`src/rsi_pkg.sv`:
```
// Purpose: constants and types shared by the reset state initialiser
// Assumes: 32-bit apb, 8-bit core registers
// Notes: offsets are byte addresses of aligned words
package rsi_pkg;
	// ************************************************
	// register offsets
	// ************************************************
	localparam logic [7:0] RSI_OFS_FLAGS = 8'h00;
	localparam logic [7:0] RSI_OFS_EVT_STAT = 8'h04;
	localparam logic [7:0] RSI_OFS_EVT_MASK = 8'h08;
	localparam logic [7:0] RSI_OFS_WDT_CTRL = 8'h0c;
	localparam logic [7:0] RSI_OFS_LV_SEL = 8'h10;
	localparam logic [7:0] RSI_OFS_PA_DATA = 8'h14;
	localparam logic [7:0] RSI_OFS_PA_DIR = 8'h18;
	localparam logic [7:0] RSI_OFS_TM0_HIGH = 8'h1c;
	localparam logic [7:0] RSI_OFS_INT_EN = 8'h20;
	localparam logic [7:0] RSI_OFS_TM_ON = 8'h24;
	localparam logic [7:0] RSI_OFS_ANA_SEL = 8'h28;
	localparam logic [7:0] RSI_OFS_CORE = 8'h2c;

	// ************************************************
	// values after reset
	// ************************************************
	localparam logic [7:0] RSI_WDT_CTRL_DEF = 8'h53;
	localparam logic [7:0] RSI_LV_SEL_DEF = 8'h55;
	localparam logic [7:0] RSI_PA_DATA_DEF = 8'hff;
	localparam logic [7:0] RSI_PA_DIR_DEF = 8'hff;
	localparam logic [7:0] RSI_TM0_HIGH_DEF = 8'h00;
	localparam logic [7:0] RSI_INT_EN_DEF = 8'h00;
	localparam logic [3:0] RSI_TM_ON_DEF = 4'h0;
	localparam logic [3:0] RSI_ANA_SEL_DEF = 4'hf;
	localparam logic [2:0] RSI_STACK_TOP = 3'h7;
	localparam logic [2:0] RSI_STACK_ZERO = 3'h0;
	localparam logic [7:0] RSI_TM0_HIGH_KEEP = 8'h0f;

	// ************************************************
	// settle counts in system clock cycles
	// ************************************************
	localparam logic [4:0] RSI_SETTLE_FAST = 5'h10;
	localparam logic [4:0] RSI_SETTLE_SLOW = 5'h02;

	// event status bit positions
	localparam int RSI_EV_POR = 0;
	localparam int RSI_EV_LVR = 1;
	localparam int RSI_EV_WDT_RUN = 2;
	localparam int RSI_EV_WDT_LP = 3;

	// core operating mode
	typedef enum logic [1:0] {
		RSI_MODE_NORMAL = 2'h0,
		RSI_MODE_SLOW = 2'h1,
		RSI_MODE_IDLE = 2'h2,
		RSI_MODE_DEEP_HALT = 2'h3
	} rsi_mode_t;
endpackage

```
`src/rsi_settle_if.sv`:
```
// Purpose: link between the initialiser and its settle timer
// Assumes: single clock domain
// Notes: start is a one-cycle pulse
`timescale 1ns/100ps
interface rsi_settle_if;
	logic start;
	logic fast;
	logic busy;
	logic done;
	modport ctl (output start, output fast, input busy, input done);
	modport tmr (input start, input fast, output busy, output done);
endinterface

```
`src/rsi_settle.sv`:
```
// Purpose: wake settle timer after a low-power time-out
// Assumes: fast selects the fast internal oscillator count
// Notes: busy from start until done pulse; counts below two are not supported
`timescale 1ns/100ps
module rsi_settle (
	// clock and reset
	input wire logic pclk,
	input wire logic presetn,
	// control side
	rsi_settle_if.tmr sif
);
	import rsi_pkg::*;

	typedef enum logic [1:0] {
		RSI_ST_IDLE = 2'b00,
		RSI_ST_COUNT = 2'b01
	} rsi_st_t;

	typedef struct packed {
		rsi_st_t st;
		logic [4:0] cnt;
		logic busy;
		logic done;
	} rsi_settle_st_t;

	rsi_settle_st_t s_r, s_nxt;

	// count down the settle time, one cycle per clock; the count is loaded
	// on the edge that takes the time-out, so the hold spans exactly the count
	always_comb begin
		s_nxt = s_r;
		s_nxt.done = 1'b0;
		case (s_r.st)
			RSI_ST_IDLE: begin
				if (sif.start) begin
					// (RQ2) fast osc count
					// (RQ3) slow osc count
					s_nxt.cnt = sif.fast ? RSI_SETTLE_FAST : RSI_SETTLE_SLOW;
					s_nxt.busy = 1'b1;
					s_nxt.st = RSI_ST_COUNT;
				end
			end
			RSI_ST_COUNT: begin
				s_nxt.cnt = s_r.cnt - 5'h01;
				// done one edge early: the initialiser drops core_hold on the next
				if (s_r.cnt == 5'h02) begin
					s_nxt.busy = 1'b0;
					s_nxt.done = 1'b1;
					s_nxt.st = RSI_ST_IDLE;
				end
			end
			default: begin
				s_nxt.st = RSI_ST_IDLE;
				s_nxt.busy = 1'b0;
			end
		endcase
	end

	// state register
	always_ff @(posedge pclk or negedge presetn) begin
		if (!presetn) begin
			s_r <= '0;
		end else begin
			s_r <= s_nxt;
		end
	end

	assign sif.busy = s_r.busy;
	assign sif.done = s_r.done;
endmodule

```
`src/rsi_top.sv`:
```
// Purpose: reset state initialiser for a small 8-bit core
// Assumes: presetn is the power-on reset; other sources arrive as pulses
// Notes: registers reached over apb with one wait state
`timescale 1ns/100ps

// Function
// (RQ1) sleep time-out clears only pc and stack
// (RQ2) fast osc wake settle 16 cycles
// (RQ3) slow osc wake settle 2 cycles
// (RQ4) power-on clears both reset flags
// (RQ5) low-voltage reset keeps both flags
// (RQ6) running time-out sets timeout flag only
// (RQ7) low-power time-out sets both flags
// (RQ8) power-on disables every interrupt source
// (RQ9) power-on clears watchdog, counting restarts
// (RQ10) power-on switches all timers off
// (RQ11) power-on: pins input, analog pins converter
// (RQ12) power-on sets stack to top
// (RQ13) defaults loaded; low-power keeps, trims timer high
// (RQ14) running time-out acts like low-voltage reset
// (RQ15) unknown-after-reset registers left undriven
module rsi_top (
	// apb clock and reset
	input wire logic pclk,
	input wire logic presetn,
	// apb slave
	input wire logic psel,
	input wire logic penable,
	input wire logic pwrite,
	input wire logic [7:0] paddr,
	input wire logic [31:0] pwdata,
	output logic [31:0] prdata,
	output logic pready,
	output logic pslverr,
	// reset sources and core status
	input wire logic lowvolt_reset,
	input wire logic wdt_timeout,
	input wire rsi_pkg::rsi_mode_t core_mode,
	input wire logic fast_internal_osc,
	// core state controls
	output logic pc_clear,
	output logic [2:0] stack_ptr,
	output logic core_hold,
	output logic wdt_clear,
	output logic timeout_flag,
	output logic powerdown_flag,
	// register images
	output logic [7:0] watchdog_control,
	output logic [7:0] lowvolt_select,
	output logic [7:0] port_a_data,
	output logic [7:0] port_a_direction,
	output logic [7:0] timer0_count_high,
	output logic [7:0] int_enable,
	output logic [3:0] timer_enable,
	output logic [3:0] analog_input_pins,
	// interrupt
	output logic irq
);
	import rsi_pkg::*;

	typedef struct packed {
		logic [31:0] prdata;
		logic pready;
		logic pslverr;
		logic pc_clear;
		logic [2:0] stack_ptr;
		logic core_hold;
		logic wdt_clear;
		logic timeout_flag;
		logic powerdown_flag;
		logic [7:0] wdt_ctrl;
		logic [7:0] lv_sel;
		logic [7:0] pa_data;
		logic [7:0] pa_dir;
		logic [7:0] tm0_high;
		logic [7:0] int_en;
		logic [3:0] tm_on;
		logic [3:0] ana_sel;
		logic [3:0] evt_stat;
		logic [3:0] evt_mask;
		logic irq;
	} rsi_state_t;

	rsi_state_t s_r, s_nxt;
	rsi_settle_if sif ();

	logic low_power;
	logic full_reset;
	logic lp_timeout;
	logic acc;
	logic wr;
	logic [3:0] evt_set;
	logic hit;

	// ************************************************
	// settle timer
	// ************************************************
	rsi_settle u_settle (
		.pclk(pclk),
		.presetn(presetn),
		.sif(sif)
	);
	// the count starts on the edge that takes the time-out, so the hold
	// spans exactly the settle time; a request while counting is dropped
	assign sif.start = lp_timeout && !sif.busy;
	assign sif.fast = fast_internal_osc;

	// ************************************************
	// reset source decode
	// ************************************************
	// low voltage wins over a time-out in the same cycle
	assign low_power = (core_mode == RSI_MODE_IDLE) || (core_mode == RSI_MODE_DEEP_HALT);
	assign full_reset = lowvolt_reset || (wdt_timeout && !low_power);
	assign lp_timeout = wdt_timeout && low_power && !lowvolt_reset;
	// apb access completes on the second access cycle
	assign acc = psel && penable && s_r.pready;
	assign wr = acc && pwrite;
	assign evt_set = {lp_timeout, wdt_timeout && !low_power && !lowvolt_reset,
		lowvolt_reset, 1'b0};

	// ************************************************
	// address decode
	// ************************************************
	// one map for the error answer, so a refused write never depends
	// on which case arm happens to miss
	always_comb begin
		case (paddr)
			RSI_OFS_FLAGS,
			RSI_OFS_EVT_STAT,
			RSI_OFS_EVT_MASK,
			RSI_OFS_WDT_CTRL,
			RSI_OFS_LV_SEL,
			RSI_OFS_PA_DATA,
			RSI_OFS_PA_DIR,
			RSI_OFS_TM0_HIGH,
			RSI_OFS_INT_EN,
			RSI_OFS_TM_ON,
			RSI_OFS_ANA_SEL,
			RSI_OFS_CORE: hit = 1'b1;
			default: hit = 1'b0;
		endcase
	end

	// ************************************************
	// next state
	// ************************************************
	always_comb begin
		s_nxt = s_r;
		s_nxt.pc_clear = 1'b0;
		s_nxt.wdt_clear = 1'b0;
		s_nxt.pready = psel && penable && !s_r.pready;
		s_nxt.pslverr = 1'b0;
		s_nxt.prdata = 32'h0000_0000;

		// software writes first, reset events below override them
		if (wr) begin
			case (paddr)
				RSI_OFS_FLAGS: begin
					s_nxt.timeout_flag = pwdata[0];
					s_nxt.powerdown_flag = pwdata[1];
				end
				RSI_OFS_EVT_STAT: s_nxt.evt_stat = s_r.evt_stat & ~pwdata[3:0];
				RSI_OFS_EVT_MASK: s_nxt.evt_mask = pwdata[3:0];
				RSI_OFS_WDT_CTRL: s_nxt.wdt_ctrl = pwdata[7:0];
				RSI_OFS_LV_SEL: s_nxt.lv_sel = pwdata[7:0];
				RSI_OFS_PA_DATA: s_nxt.pa_data = pwdata[7:0];
				RSI_OFS_PA_DIR: s_nxt.pa_dir = pwdata[7:0];
				RSI_OFS_TM0_HIGH: s_nxt.tm0_high = pwdata[7:0];
				RSI_OFS_INT_EN: s_nxt.int_en = pwdata[7:0];
				RSI_OFS_TM_ON: s_nxt.tm_on = pwdata[3:0];
				RSI_OFS_ANA_SEL: s_nxt.ana_sel = pwdata[3:0];
				RSI_OFS_CORE: begin
				end
				// unmapped: refused in the answer formed below
				default: begin
				end
			endcase
		end

		// answer formed one cycle before pready, so it stands with pready
		if (psel && penable && !s_r.pready) begin
			case (paddr)
				RSI_OFS_FLAGS: s_nxt.prdata = {30'h0, s_r.powerdown_flag, s_r.timeout_flag};
				RSI_OFS_EVT_STAT: s_nxt.prdata = {28'h0, s_r.evt_stat};
				RSI_OFS_EVT_MASK: s_nxt.prdata = {28'h0, s_r.evt_mask};
				RSI_OFS_WDT_CTRL: s_nxt.prdata = {24'h0, s_r.wdt_ctrl};
				RSI_OFS_LV_SEL: s_nxt.prdata = {24'h0, s_r.lv_sel};
				RSI_OFS_PA_DATA: s_nxt.prdata = {24'h0, s_r.pa_data};
				RSI_OFS_PA_DIR: s_nxt.prdata = {24'h0, s_r.pa_dir};
				RSI_OFS_TM0_HIGH: s_nxt.prdata = {24'h0, s_r.tm0_high};
				RSI_OFS_INT_EN: s_nxt.prdata = {24'h0, s_r.int_en};
				RSI_OFS_TM_ON: s_nxt.prdata = {28'h0, s_r.tm_on};
				RSI_OFS_ANA_SEL: s_nxt.prdata = {28'h0, s_r.ana_sel};
				RSI_OFS_CORE: s_nxt.prdata = {27'h0, s_r.core_hold, 1'b0, s_r.stack_ptr};
				default: s_nxt.prdata = 32'h0000_0000;
			endcase
			// a write shows no data; only an unmapped write is refused
			if (pwrite) begin
				s_nxt.prdata = 32'h0000_0000;
				s_nxt.pslverr = !hit;
			end
		end

		// full reset from low voltage or a running time-out
		if (full_reset) begin
			// (RQ14) same load as low voltage
			// (RQ13) documented defaults
			s_nxt.wdt_ctrl = RSI_WDT_CTRL_DEF;
			s_nxt.lv_sel = RSI_LV_SEL_DEF;
			s_nxt.pa_data = RSI_PA_DATA_DEF;
			s_nxt.pa_dir = RSI_PA_DIR_DEF;
			s_nxt.tm0_high = RSI_TM0_HIGH_DEF;
			s_nxt.int_en = RSI_INT_EN_DEF;
			s_nxt.tm_on = RSI_TM_ON_DEF;
			s_nxt.ana_sel = RSI_ANA_SEL_DEF;
			s_nxt.stack_ptr = RSI_STACK_TOP;
			s_nxt.pc_clear = 1'b1;
			s_nxt.wdt_clear = 1'b1;
			s_nxt.core_hold = 1'b0;
			if (!lowvolt_reset) begin
				// (RQ6) timeout flag set, powerdown kept
				s_nxt.timeout_flag = 1'b1;
			end
			// (RQ5) low voltage keeps both flags
			if (lowvolt_reset) begin
				s_nxt.timeout_flag = s_r.timeout_flag;
				s_nxt.powerdown_flag = s_r.powerdown_flag;
			end
		end else if (lp_timeout) begin
			// (RQ1) only pc and stack cleared
			s_nxt.pc_clear = 1'b1;
			s_nxt.stack_ptr = RSI_STACK_ZERO;
			// (RQ13) keep contents, trim timer high nibble
			s_nxt.tm0_high = s_r.tm0_high & RSI_TM0_HIGH_KEEP;
			// (RQ7) both flags set
			s_nxt.timeout_flag = 1'b1;
			s_nxt.powerdown_flag = 1'b1;
			// (RQ2) hold the core for the settle time
			s_nxt.core_hold = 1'b1;
		end else if (sif.done) begin
			// done arrives one edge early, so the hold ends on time
			s_nxt.core_hold = 1'b0;
		end

		// sticky events; a new event beats a clear in the same cycle
		s_nxt.evt_stat = s_nxt.evt_stat | evt_set;
		s_nxt.irq = |(s_nxt.evt_stat & s_nxt.evt_mask);
	end

	// ************************************************
	// state register
	// ************************************************
	always_ff @(posedge pclk or negedge presetn) begin
		if (!presetn) begin
			s_r <= '0;
			// (RQ4) both flags cleared
			s_r.timeout_flag <= 1'b0;
			s_r.powerdown_flag <= 1'b0;
			// (RQ8) interrupts disabled
			s_r.int_en <= RSI_INT_EN_DEF;
			// (RQ9) watchdog cleared, restarts next edge
			s_r.wdt_clear <= 1'b1;
			// (RQ10) timers off
			s_r.tm_on <= RSI_TM_ON_DEF;
			// (RQ11) pins input, analog function selected
			s_r.pa_dir <= RSI_PA_DIR_DEF;
			s_r.pa_data <= RSI_PA_DATA_DEF;
			s_r.ana_sel <= RSI_ANA_SEL_DEF;
			// (RQ12) stack at top
			s_r.stack_ptr <= RSI_STACK_TOP;
			// (RQ13) power-on defaults
			s_r.wdt_ctrl <= RSI_WDT_CTRL_DEF;
			s_r.lv_sel <= RSI_LV_SEL_DEF;
			s_r.tm0_high <= RSI_TM0_HIGH_DEF;
			s_r.pc_clear <= 1'b1;
			s_r.evt_stat <= 4'h1;
		end else begin
			s_r <= s_nxt;
		end
	end

	// ************************************************
	// outputs, all straight from the state register
	// ************************************************
	// (RQ15) no register of unknown content is modelled
	assign prdata = s_r.prdata;
	assign pready = s_r.pready;
	assign pslverr = s_r.pslverr;
	assign pc_clear = s_r.pc_clear;
	assign stack_ptr = s_r.stack_ptr;
	assign core_hold = s_r.core_hold;
	assign wdt_clear = s_r.wdt_clear;
	assign timeout_flag = s_r.timeout_flag;
	assign powerdown_flag = s_r.powerdown_flag;
	assign watchdog_control = s_r.wdt_ctrl;
	assign lowvolt_select = s_r.lv_sel;
	assign port_a_data = s_r.pa_data;
	assign port_a_direction = s_r.pa_dir;
	assign timer0_count_high = s_r.tm0_high;
	assign int_enable = s_r.int_en;
	assign timer_enable = s_r.tm_on;
	assign analog_input_pins = s_r.ana_sel;
	assign irq = s_r.irq;
endmodule

```
`config.mk`:
```
export PLATFORM = sky130hd
export DESIGN_NAME = rsi_top
export DESIGN_NICKNAME = d
export VERILOG_FILES = /design/src/rsi_pkg.sv /design/src/rsi_settle_if.sv /design/src/rsi_settle.sv /design/src/rsi_top.sv
export SDC_FILE = /design/constraint.sdc
export NUM_CORES = 1
export LEC_CHECK = 0
export BUFFER_PORTS_ARGS = -buffer_cell sky130_fd_sc_hd__buf_2
export CAP_MARGIN = 20
export CORE_ASPECT_RATIO = 0.7
export CORE_MARGIN = 2
export CORE_UTILIZATION = 44
export DETAILED_ROUTE_END_ITERATION = 10
export GPL_ROUTABILITY_DRIVEN = 0
export HOLD_SLACK_MARGIN = 0.02
export PLACE_DENSITY_LB_ADDON = 0.08
export SYNTH_ARGS = -nofsm -noshare
export SYNTH_HDL_FRONTEND = slang
export SYNTH_SLANG_ARGS = --single-unit
```
`constraint.sdc`:
```
create_clock -name pclk -period 5.57 [get_ports pclk]
set_clock_uncertainty 0.2 [all_clocks]
set_input_delay 0.557 -clock pclk [delete_from_list [all_inputs] [get_ports pclk]]
set_output_delay 0.557 -clock pclk [all_outputs]
set_load 0.03 [all_outputs]
```
==> reports/metrics.yaml, run 1 <==
drv_cap: 0
path_clk_slew_ps: 60
dieArea_sq_mm: 0.01206
crit_chain: "buf_2 > nor4b_2 > and2_1 > nand2_2 > mux2i_1 > nor2_1"
critPathKind: "in2reg"
ctsResizeCount: 0
n_antenna_cell: 0
drtIter0Drc: 275
ant_nets: 0
power_w: 0.001496
drive_above_1_share_pct: 31.98
grt_start_max_net_pins: 78
maxSlewViolCount: 0
core_area_sq_mm: 0.01097
met2_usage_pct: 31.63
vias: 3766
cp.arrival_ps: 2820
port_buffers: 99
grt_pass1_vias: 3421
use_met3_pct: 6.355
yosysWarnings: 0
cts_setup_buffers: 0
slowest_stage: "nor4b_2"
seq_area_sq_mm: 0.002242
num-nets-final: 588
required_ps: 5560
min_path_type: "in2reg"
end_kind: "register"
wl_per_cell_microns: 19.74
multiInputGateArea_sq_mm: 0.001949
period_needed_ps: 2833
clockBufferDepth: 2
final_cell_mix: "buf_2 (98), nand2_1 (83), dfrtp_1 (56), nand3_1 (43), dfstp_2 (32)"
synth_cell_types: 58
die_w_microns: 130.4
final-setup-viol-count: 0
synth-edff-count: 0
mostFrequentLayoutCell: "buf_2"
met1_usage_pct: 35.83
synth_seq_area_share_pct: 45.57
rsz0062_at_grt: "false"
yosys.area.top_type: "dfrtp_1"
vias_per_cell: 5.427
cts_hold_buf: 1
dieHeight_microns: 92.47
htree_levels: 3
ys_async_sr_fraction_pct: 100.0
synthToLayoutAreaGrowth_pct: 6.867
mappedNetlistArea_sq_mm: 0.004920
clock_latency_ps: 340
cp-start-kind: "input pin"
p_leak_nw: 2.453
max_stage_delay_ps: 960
vdd_drop_max_uv: 220.1
grt_antenna_before_repair: 0
rows: 32
first_pass_iters: 5
nFillCells: 1079
hold_ws_ps: 274.6
setup_tns_ps: 0
initial_core_util_pct: 44.84
synthCells: 514
busiest_layer: "met1"
cts.sinks: 88
outcome: "completed"
grt_use_total_pct: 23.13
ys.flop_type: "dfrtp_1"
cp_top_family: "simple AND/OR/NAND/NOR gates"
path_buf_inv: 1
max_freq_mhz: 353.0
synth.area.top_cells: "dfrtp_1 (28%), dfstp_2 (17%), buf_4 (14%), nand2_1 (6.3%), nand3_1 (4.4%)"
cp_max_fo: 11
dp.final_hpwl_microns: 9426
grt_pass1_wl_microns: 20670
syn_area_per_cell_sq_um: 9.571
ys_ff_latch: 88
io_pins: 149
grt-ovfl-total: 0
pwr_density_cell_mw_per_mm2: 284.5
slew_headroom_pct: 27.07
cts_buffers: 9
hold_viol: 0
cts_root_buf: "clkbuf_16"
cts_tree: "done"
synth_top_area_share_pct: 28.48
wirelength_microns: 13700
route.detailed.drc: 0
layout_worst_path_cycle_share_pct: 50.86
worst_slew_pin_slew_ps: 1091
-- worst paths after layout --
check	startpoint	to	slack, ps	cells after the start
hold / removal	penable	pready$_DFF_PN0_	270	3
min in group asynchronous	presetn	u_settle.s_r[6]$_DFFE_PN0P_	390	2
setup / recovery	paddr[5]	lowvolt_select[3]$_DFFE_PN0P_	2740	6
hold reg to reg	pready$_DFF_PN0_	pready$_DFF_PN0_	280	1
setup reg to reg	pready$_DFF_PN0_	irq$_DFF_PN0_	3040	5
max in group asynchronous	presetn	pready$_DFF_PN0_	3560	3
-- registers in the layout, summed over array words and instances, names as in the netlist, 4 cells and up --
register	flops
analog_input_pins	4
int_enable	8
lowvolt_select	8
port_a_data	8
port_a_direction	8
prdata	8
s_r	8
timer0_count_high	8
timer_enable	4
u_settle.s_r	6
watchdog_control	8
-- layer usage --
metal  routed length, microns  up-vias
met5                        0        -
met4                      146        0
met3                     1060       11
met2                     5785      151
met1                     6708     1890
li1                         -     1714
-- cells in the mapped netlist, drive strengths merged, types with 2 or more instances --
| cell | n |
|---|---|
| mux4 | 4 |
| nor4 | 2 |
| buf | 103 |
| nor2 | 27 |
| a22oi | 13 |
| clkbuf | 17 |
| a32oi | 2 |
| nand2 | 84 |
| nor2b | 4 |
| dfrtp | 56 |
| nor3 | 3 |
| and3 | 3 |
| a21oi | 17 |
| inv | 4 |
| ha | 2 |
| a22o | 9 |
| o21ai | 13 |
| o211ai | 5 |
| or2 | 2 |
| and2 | 4 |
| nand2b | 2 |
| mux2i | 20 |
| dfstp | 32 |
| nand4 | 3 |
| a31oi | 7 |
| a21o | 3 |
| mux2 | 7 |
| nor4b | 4 |
| nand3 | 44 |
| a222oi | 2 |
-- kinds of logic (layout without fill, tap and decap cells) --
group | count (synthesis) | in the layout | share of synthesized area (%)
muxes | 31 | 31 | 7.655
other | 1 | 24 | 0.07622
AOI/OAI and AO/OA | 80 | 80 | 11.14
and+or+nand+nor | 186 | 186 | 17.96
adders and majority gates | 2 | 2 | 0.5086
buffers and inverters | 124 | 128 | 16.73
DFF | 88 | 88 | 45.57
xor gates and xnor gates | 2 | 2 | 0.3561
-- through the flow --
step	utilization, %	worst slack [ps]	instances	area [sq um]
after global routing	47.92	2664	694	5258
after floorplan	-	3198	537	5006
after global placement	45.18	2483	677	4956
after detailed placement	45.18	2463	677	4956
after CTS	47.92	2817	694	5258
final	47.92	2737	694	5258
-- layout make-up --
type / count / share of cell area (%)
clock buffer: 12 / 4.688
clock inverter: 4 / 0.8567
inverter: 4 / 0.2856
multi-input combinational: 325 / 37.08
sequential: 88 / 42.65
tap: 153 / 3.641
timing repair buffer: 108 / 10.80
-- report_power, final --
group / leakage, nW / total [W] / switching [W] / internal [W]
Clock: 0.146 / 0.000610 / 0.000251 / 0.000358
Combinational: 1.23 / 0.000190 / 0.000127 / 0.0000632
Sequential: 1.08 / 0.000696 / 0.0000284 / 0.000668
Total: 2.45 / 0.00150 / 0.000406 / 0.00109
-- tightest hold or removal path, stage by stage --
cell	delay, ps
buf_2	100
nand2_1	60
nor2_1	50
Power figures use the tool's default switching activity.
==> run 2: changes to the inputs <==
--- a/config.mk
+++ b/config.mk
@@ -5,6 +5,7 @@
 export SDC_FILE = /design/constraint.sdc
 export NUM_CORES = 1
 export LEC_CHECK = 0
+export ABC_AREA = 1
 export BUFFER_PORTS_ARGS = -buffer_cell sky130_fd_sc_hd__buf_2
 export CAP_MARGIN = 20
 export CORE_ASPECT_RATIO = 0.7
==> constraint.sdc (replaced) <==
create_clock -name pclk -period 2.5 [get_ports pclk]
set_clock_uncertainty 0.2 [all_clocks]
set_input_delay 0.25 -clock pclk [delete_from_list [all_inputs] [get_ports pclk]]
set_output_delay 0.25 -clock pclk [all_outputs]
set_load 0.03 [all_outputs]
==> run 2 against run 1 <==
  * Sequential power up 140%
  * Clock power increased by 140%
  * Wire length increased by 1.6%
  * Die area rose by 2.7%
  * Clock-buffer cell count fell by 2
  * Global-route usage rose by 0.33 points
  * Synthesized cell count up 26%
  * Sequential cell count unchanged
  * Worst hold slack got worse by 230 ps
  * First-iteration DRC count increased by 44%
  * Highest routed layer unchanged
==> reports/metrics.yaml, run 2 <==
dieArea_sq_mm: 0.01239  # +2.7%
synth_seq_area_share_pct: 44.31  # -1.3 points
worst_slew_pin_slew_ps: 746.8  # -344.3 ps
dp.final_hpwl_microns: 10660  # +13%
vias_per_cell: 4.937  # -9.0%
max_freq_mhz: 480.7
synthMostInstantiatedCell: "nand2_1"
end_kind: "register"
path_buf_inv: 3  # +2
clock_latency_ps: 340  # about the same
yosysWarnings: 0  # unchanged
path_clk_slew_ps: 60  # about the same
grt_use_total_pct: 23.46  # +0.33 points
clockBufferDepth: 2  # unchanged
yosys.area.top_type: "dfrtp_1"
mappedNetlistArea_sq_mm: 0.005060  # +2.8%
io_pins: 149  # unchanged
cts.sinks: 88  # unchanged
maxSlewViolCount: 0  # unchanged
endpoint: "lowvolt_select[5]$_DFFE_PN0P_"
pwr_density_cell_mw_per_mm2: 682.4  # +140%
fin_ws_ps: 419.8  # -2317 ps
cp-start-kind: "input pin"
synth.area.top_cells: "dfrtp_1 (28%), dfstp_2 (17%), buf_4 (14%), nand2_1 (12%), nand3_1 (4.9%)"
hold_viol: 0  # unchanged
route.detailed.drc: 0  # unchanged
htree_levels: 3  # unchanged
yosys-top-cells-count: "nand2_1 (165), buf_4 (94), nor2_1 (66)"
preCtsSetupSlack_ps: 502.3  # -1961 ps
wl_per_cell_microns: 16.44  # -17%
synthToLayoutAreaGrowth_pct: 8.976
p_leak_nw: 2.884  # +18%
initial_core_util_pct: 45.62  # +0.78 points
crit_chain: "dlygate4sd3_1 > buf_2 > a21oi_4 > inv_2 > a21oi_2 > o21ai_0"
dieHeight_microns: 93.72  # +1.4%
cts_buffers: 9  # unchanged
cts_tree: "done"
rsz0062_at_grt: "false"
slew_headroom_pct: 50.21  # +23 points
ys_ff_latch: 88  # unchanged
ys_async_sr_fraction_pct: 100.0  # unchanged
core_area_sq_mm: 0.01109  # +1.1%
grt_start_max_net_pins: 50  # -36%
outcome: "completed"
drive_above_1_share_pct: 25.94  # -6.0 points
reg2reg_to: "lowvolt_select[0]$_DFFE_PN1P_"
final-setup-viol-count: 0  # unchanged
r2r_setup_slack_ps: 490  # -2550 ps
grt_pass1_vias: 3978  # +16%
rows: 32  # unchanged
path_depth: 6  # unchanged
min_path_type: "in2reg"
multiInputGateArea_sq_mm: 0.001906  # -2.2%
num-nets-final: 741  # +26%
rr_startpoint: "pready$_DFF_PN0_"
port_buffers: 99  # unchanged
placed_cells: 826  # +22%
synth-edff-count: 0  # unchanged
seq_area_sq_mm: 0.002242  # unchanged
r2r_cells: 6  # +1
setup_tns_ps: 0  # unchanged
grt_antenna_before_repair: 0  # unchanged
ys.flop_type: "dfrtp_1"
vdd_drop_max_uv: 292.7  # +33%
slowest_stage: "a21oi_2"
nFillCells: 1155  # +7.0%
drv_cap: 0  # unchanged
n_antenna_cell: 0  # unchanged
first_pass_iters: 5  # unchanged
period_needed_ps: 2080
drtIter0Drc: 397  # +44%
final_cell_mix: "nand2_1 (165), buf_2 (98), nor2_1 (66), inv_1 (57), dfrtp_1 (56)"
cts_root_buf: "clkbuf_16"
synth_cell_types: 36  # -38%
cp_top_family: "compound AO/OA/AOI/OAI gates"
max_stage_delay_ps: 590  # -370 ps
layoutNonFillerInstCount: 847  # +22%
syn_area_per_cell_sq_um: 7.833  # -18%
crit_path_start: "wdt_timeout"
synthCells: 646  # +26%
layout_worst_path_cycle_share_pct: 83.21
cp.arrival_ps: 2060  # -760 ps
mostFrequentLayoutCell: "nand2_1"
synth_top_area_share_pct: 27.70  # -0.79 points
required_ps: 2480  # -3080 ps
vias: 4182  # +11%
grt-ovfl-total: 0  # unchanged
die_w_microns: 132.2  # +1.4%
ant_nets: 0  # unchanged
cp_max_fo: 16  # +5
wirelength_microns: 13920  # +1.6%
grt_pass1_wl_microns: 21880  # +5.9%
critPathKind: "in2reg"
run 2: cell count changes in the layout (fill, tap and decap cells not counted), moves of 5 or more:
cell,change
nand2_1,+82
inv_1,+53
nor2_1,+40
o21ai_0,+36
mux2i_1,-20
a22oi_1,-12
a22o_1,-9
nand3_1,+7
mux2_2,-6
a21oi_1,+5
a31oi_1,-5
nor2_4,+5
run 2: kinds of logic after synthesis:
logic type               after synthesis  synth area share, %
XOR/XNOR                               1               0.1731
adder cells (fa/ha/maj)                2               0.4945
AO/OA/AOI/OAI                         88                10.04
flip-flops                            88                44.31
other                                  1              0.07411
buffers and inverters                164                19.73
AND/OR/NAND/NOR                      302                25.17
run 2: layout make-up:
| cell class | instances | area share, % |
|---|---|---|
| Sequential cell | 88 | 40.66 |
| Multi-Input combinational cell | 417 | 34.56 |
| Timing Repair Buffer | 113 | 11.39 |
| Clock buffer | 10 | 4.334 |
| Inverter | 60 | 4.084 |
| Tap cell | 153 | 3.472 |
| Clock inverter | 6 | 1.498 |
run 2: worst register-to-register path, cell delays in order (launching register included):
cell	delay, ps
dfrtp_1	390
nand2_1	100
inv_1	40
nand2_1	310
nor2_1	220
nor2_1	470
o21ai_0	170
run 2: what timing repair did:
action                    CTS  global route
resized for setup           0             0
hold buffers                5             0
buffers inserted            0             0
hold endpoints to repair   36             0
run 2: worst min path at each step:
stage                  startpoint                               end  cells after the start
global route        lowvolt_reset                  s_r[6]$_DFF_PN0_                      3
CTS                     pwdata[5]  timer0_count_high[5]$_DFFE_PN0P_                      3
floorplan                 presetn             core_hold$_DFFE_PN0P_                      0
global placement          presetn  timer0_count_high[7]$_DFFE_PN0P_                      1
finish                  pwdata[5]  timer0_count_high[5]$_DFFE_PN0P_                      3
detailed placement        presetn  timer0_count_high[7]$_DFFE_PN0P_                      1
run 2: where the power goes:
part | switching, W | internal [W]
clock network | 0.000552 | 0.000897
registers | 0.0000891 | 0.00157
logic | 0.000467 | 0.000184
run 2: through the flow:
stage                     total power, W  hold slack, ps  utilization (%)  instance area, sq um
final                           0.003763           45.05            49.72                  5514
after global routing            0.003942           89.13            49.72                  5514
after CTS                       0.003794           35.42            49.72                  5514
after detailed placement        0.002331           65.27            46.37                  5142
after global placement          0.002313           57.30            46.37                  5142
after floorplan                 0.002214          -245.6                -                  5146
run 2: layer usage:
metal  vias to the layer above  wire, microns  track usage, %
li1                       2018              -               -
met1                      1964           6911           36.50
met2                       186           5565           32.25
met3                        14           1278           5.609
met4                         0            168           6.004
met5                         -              0               0
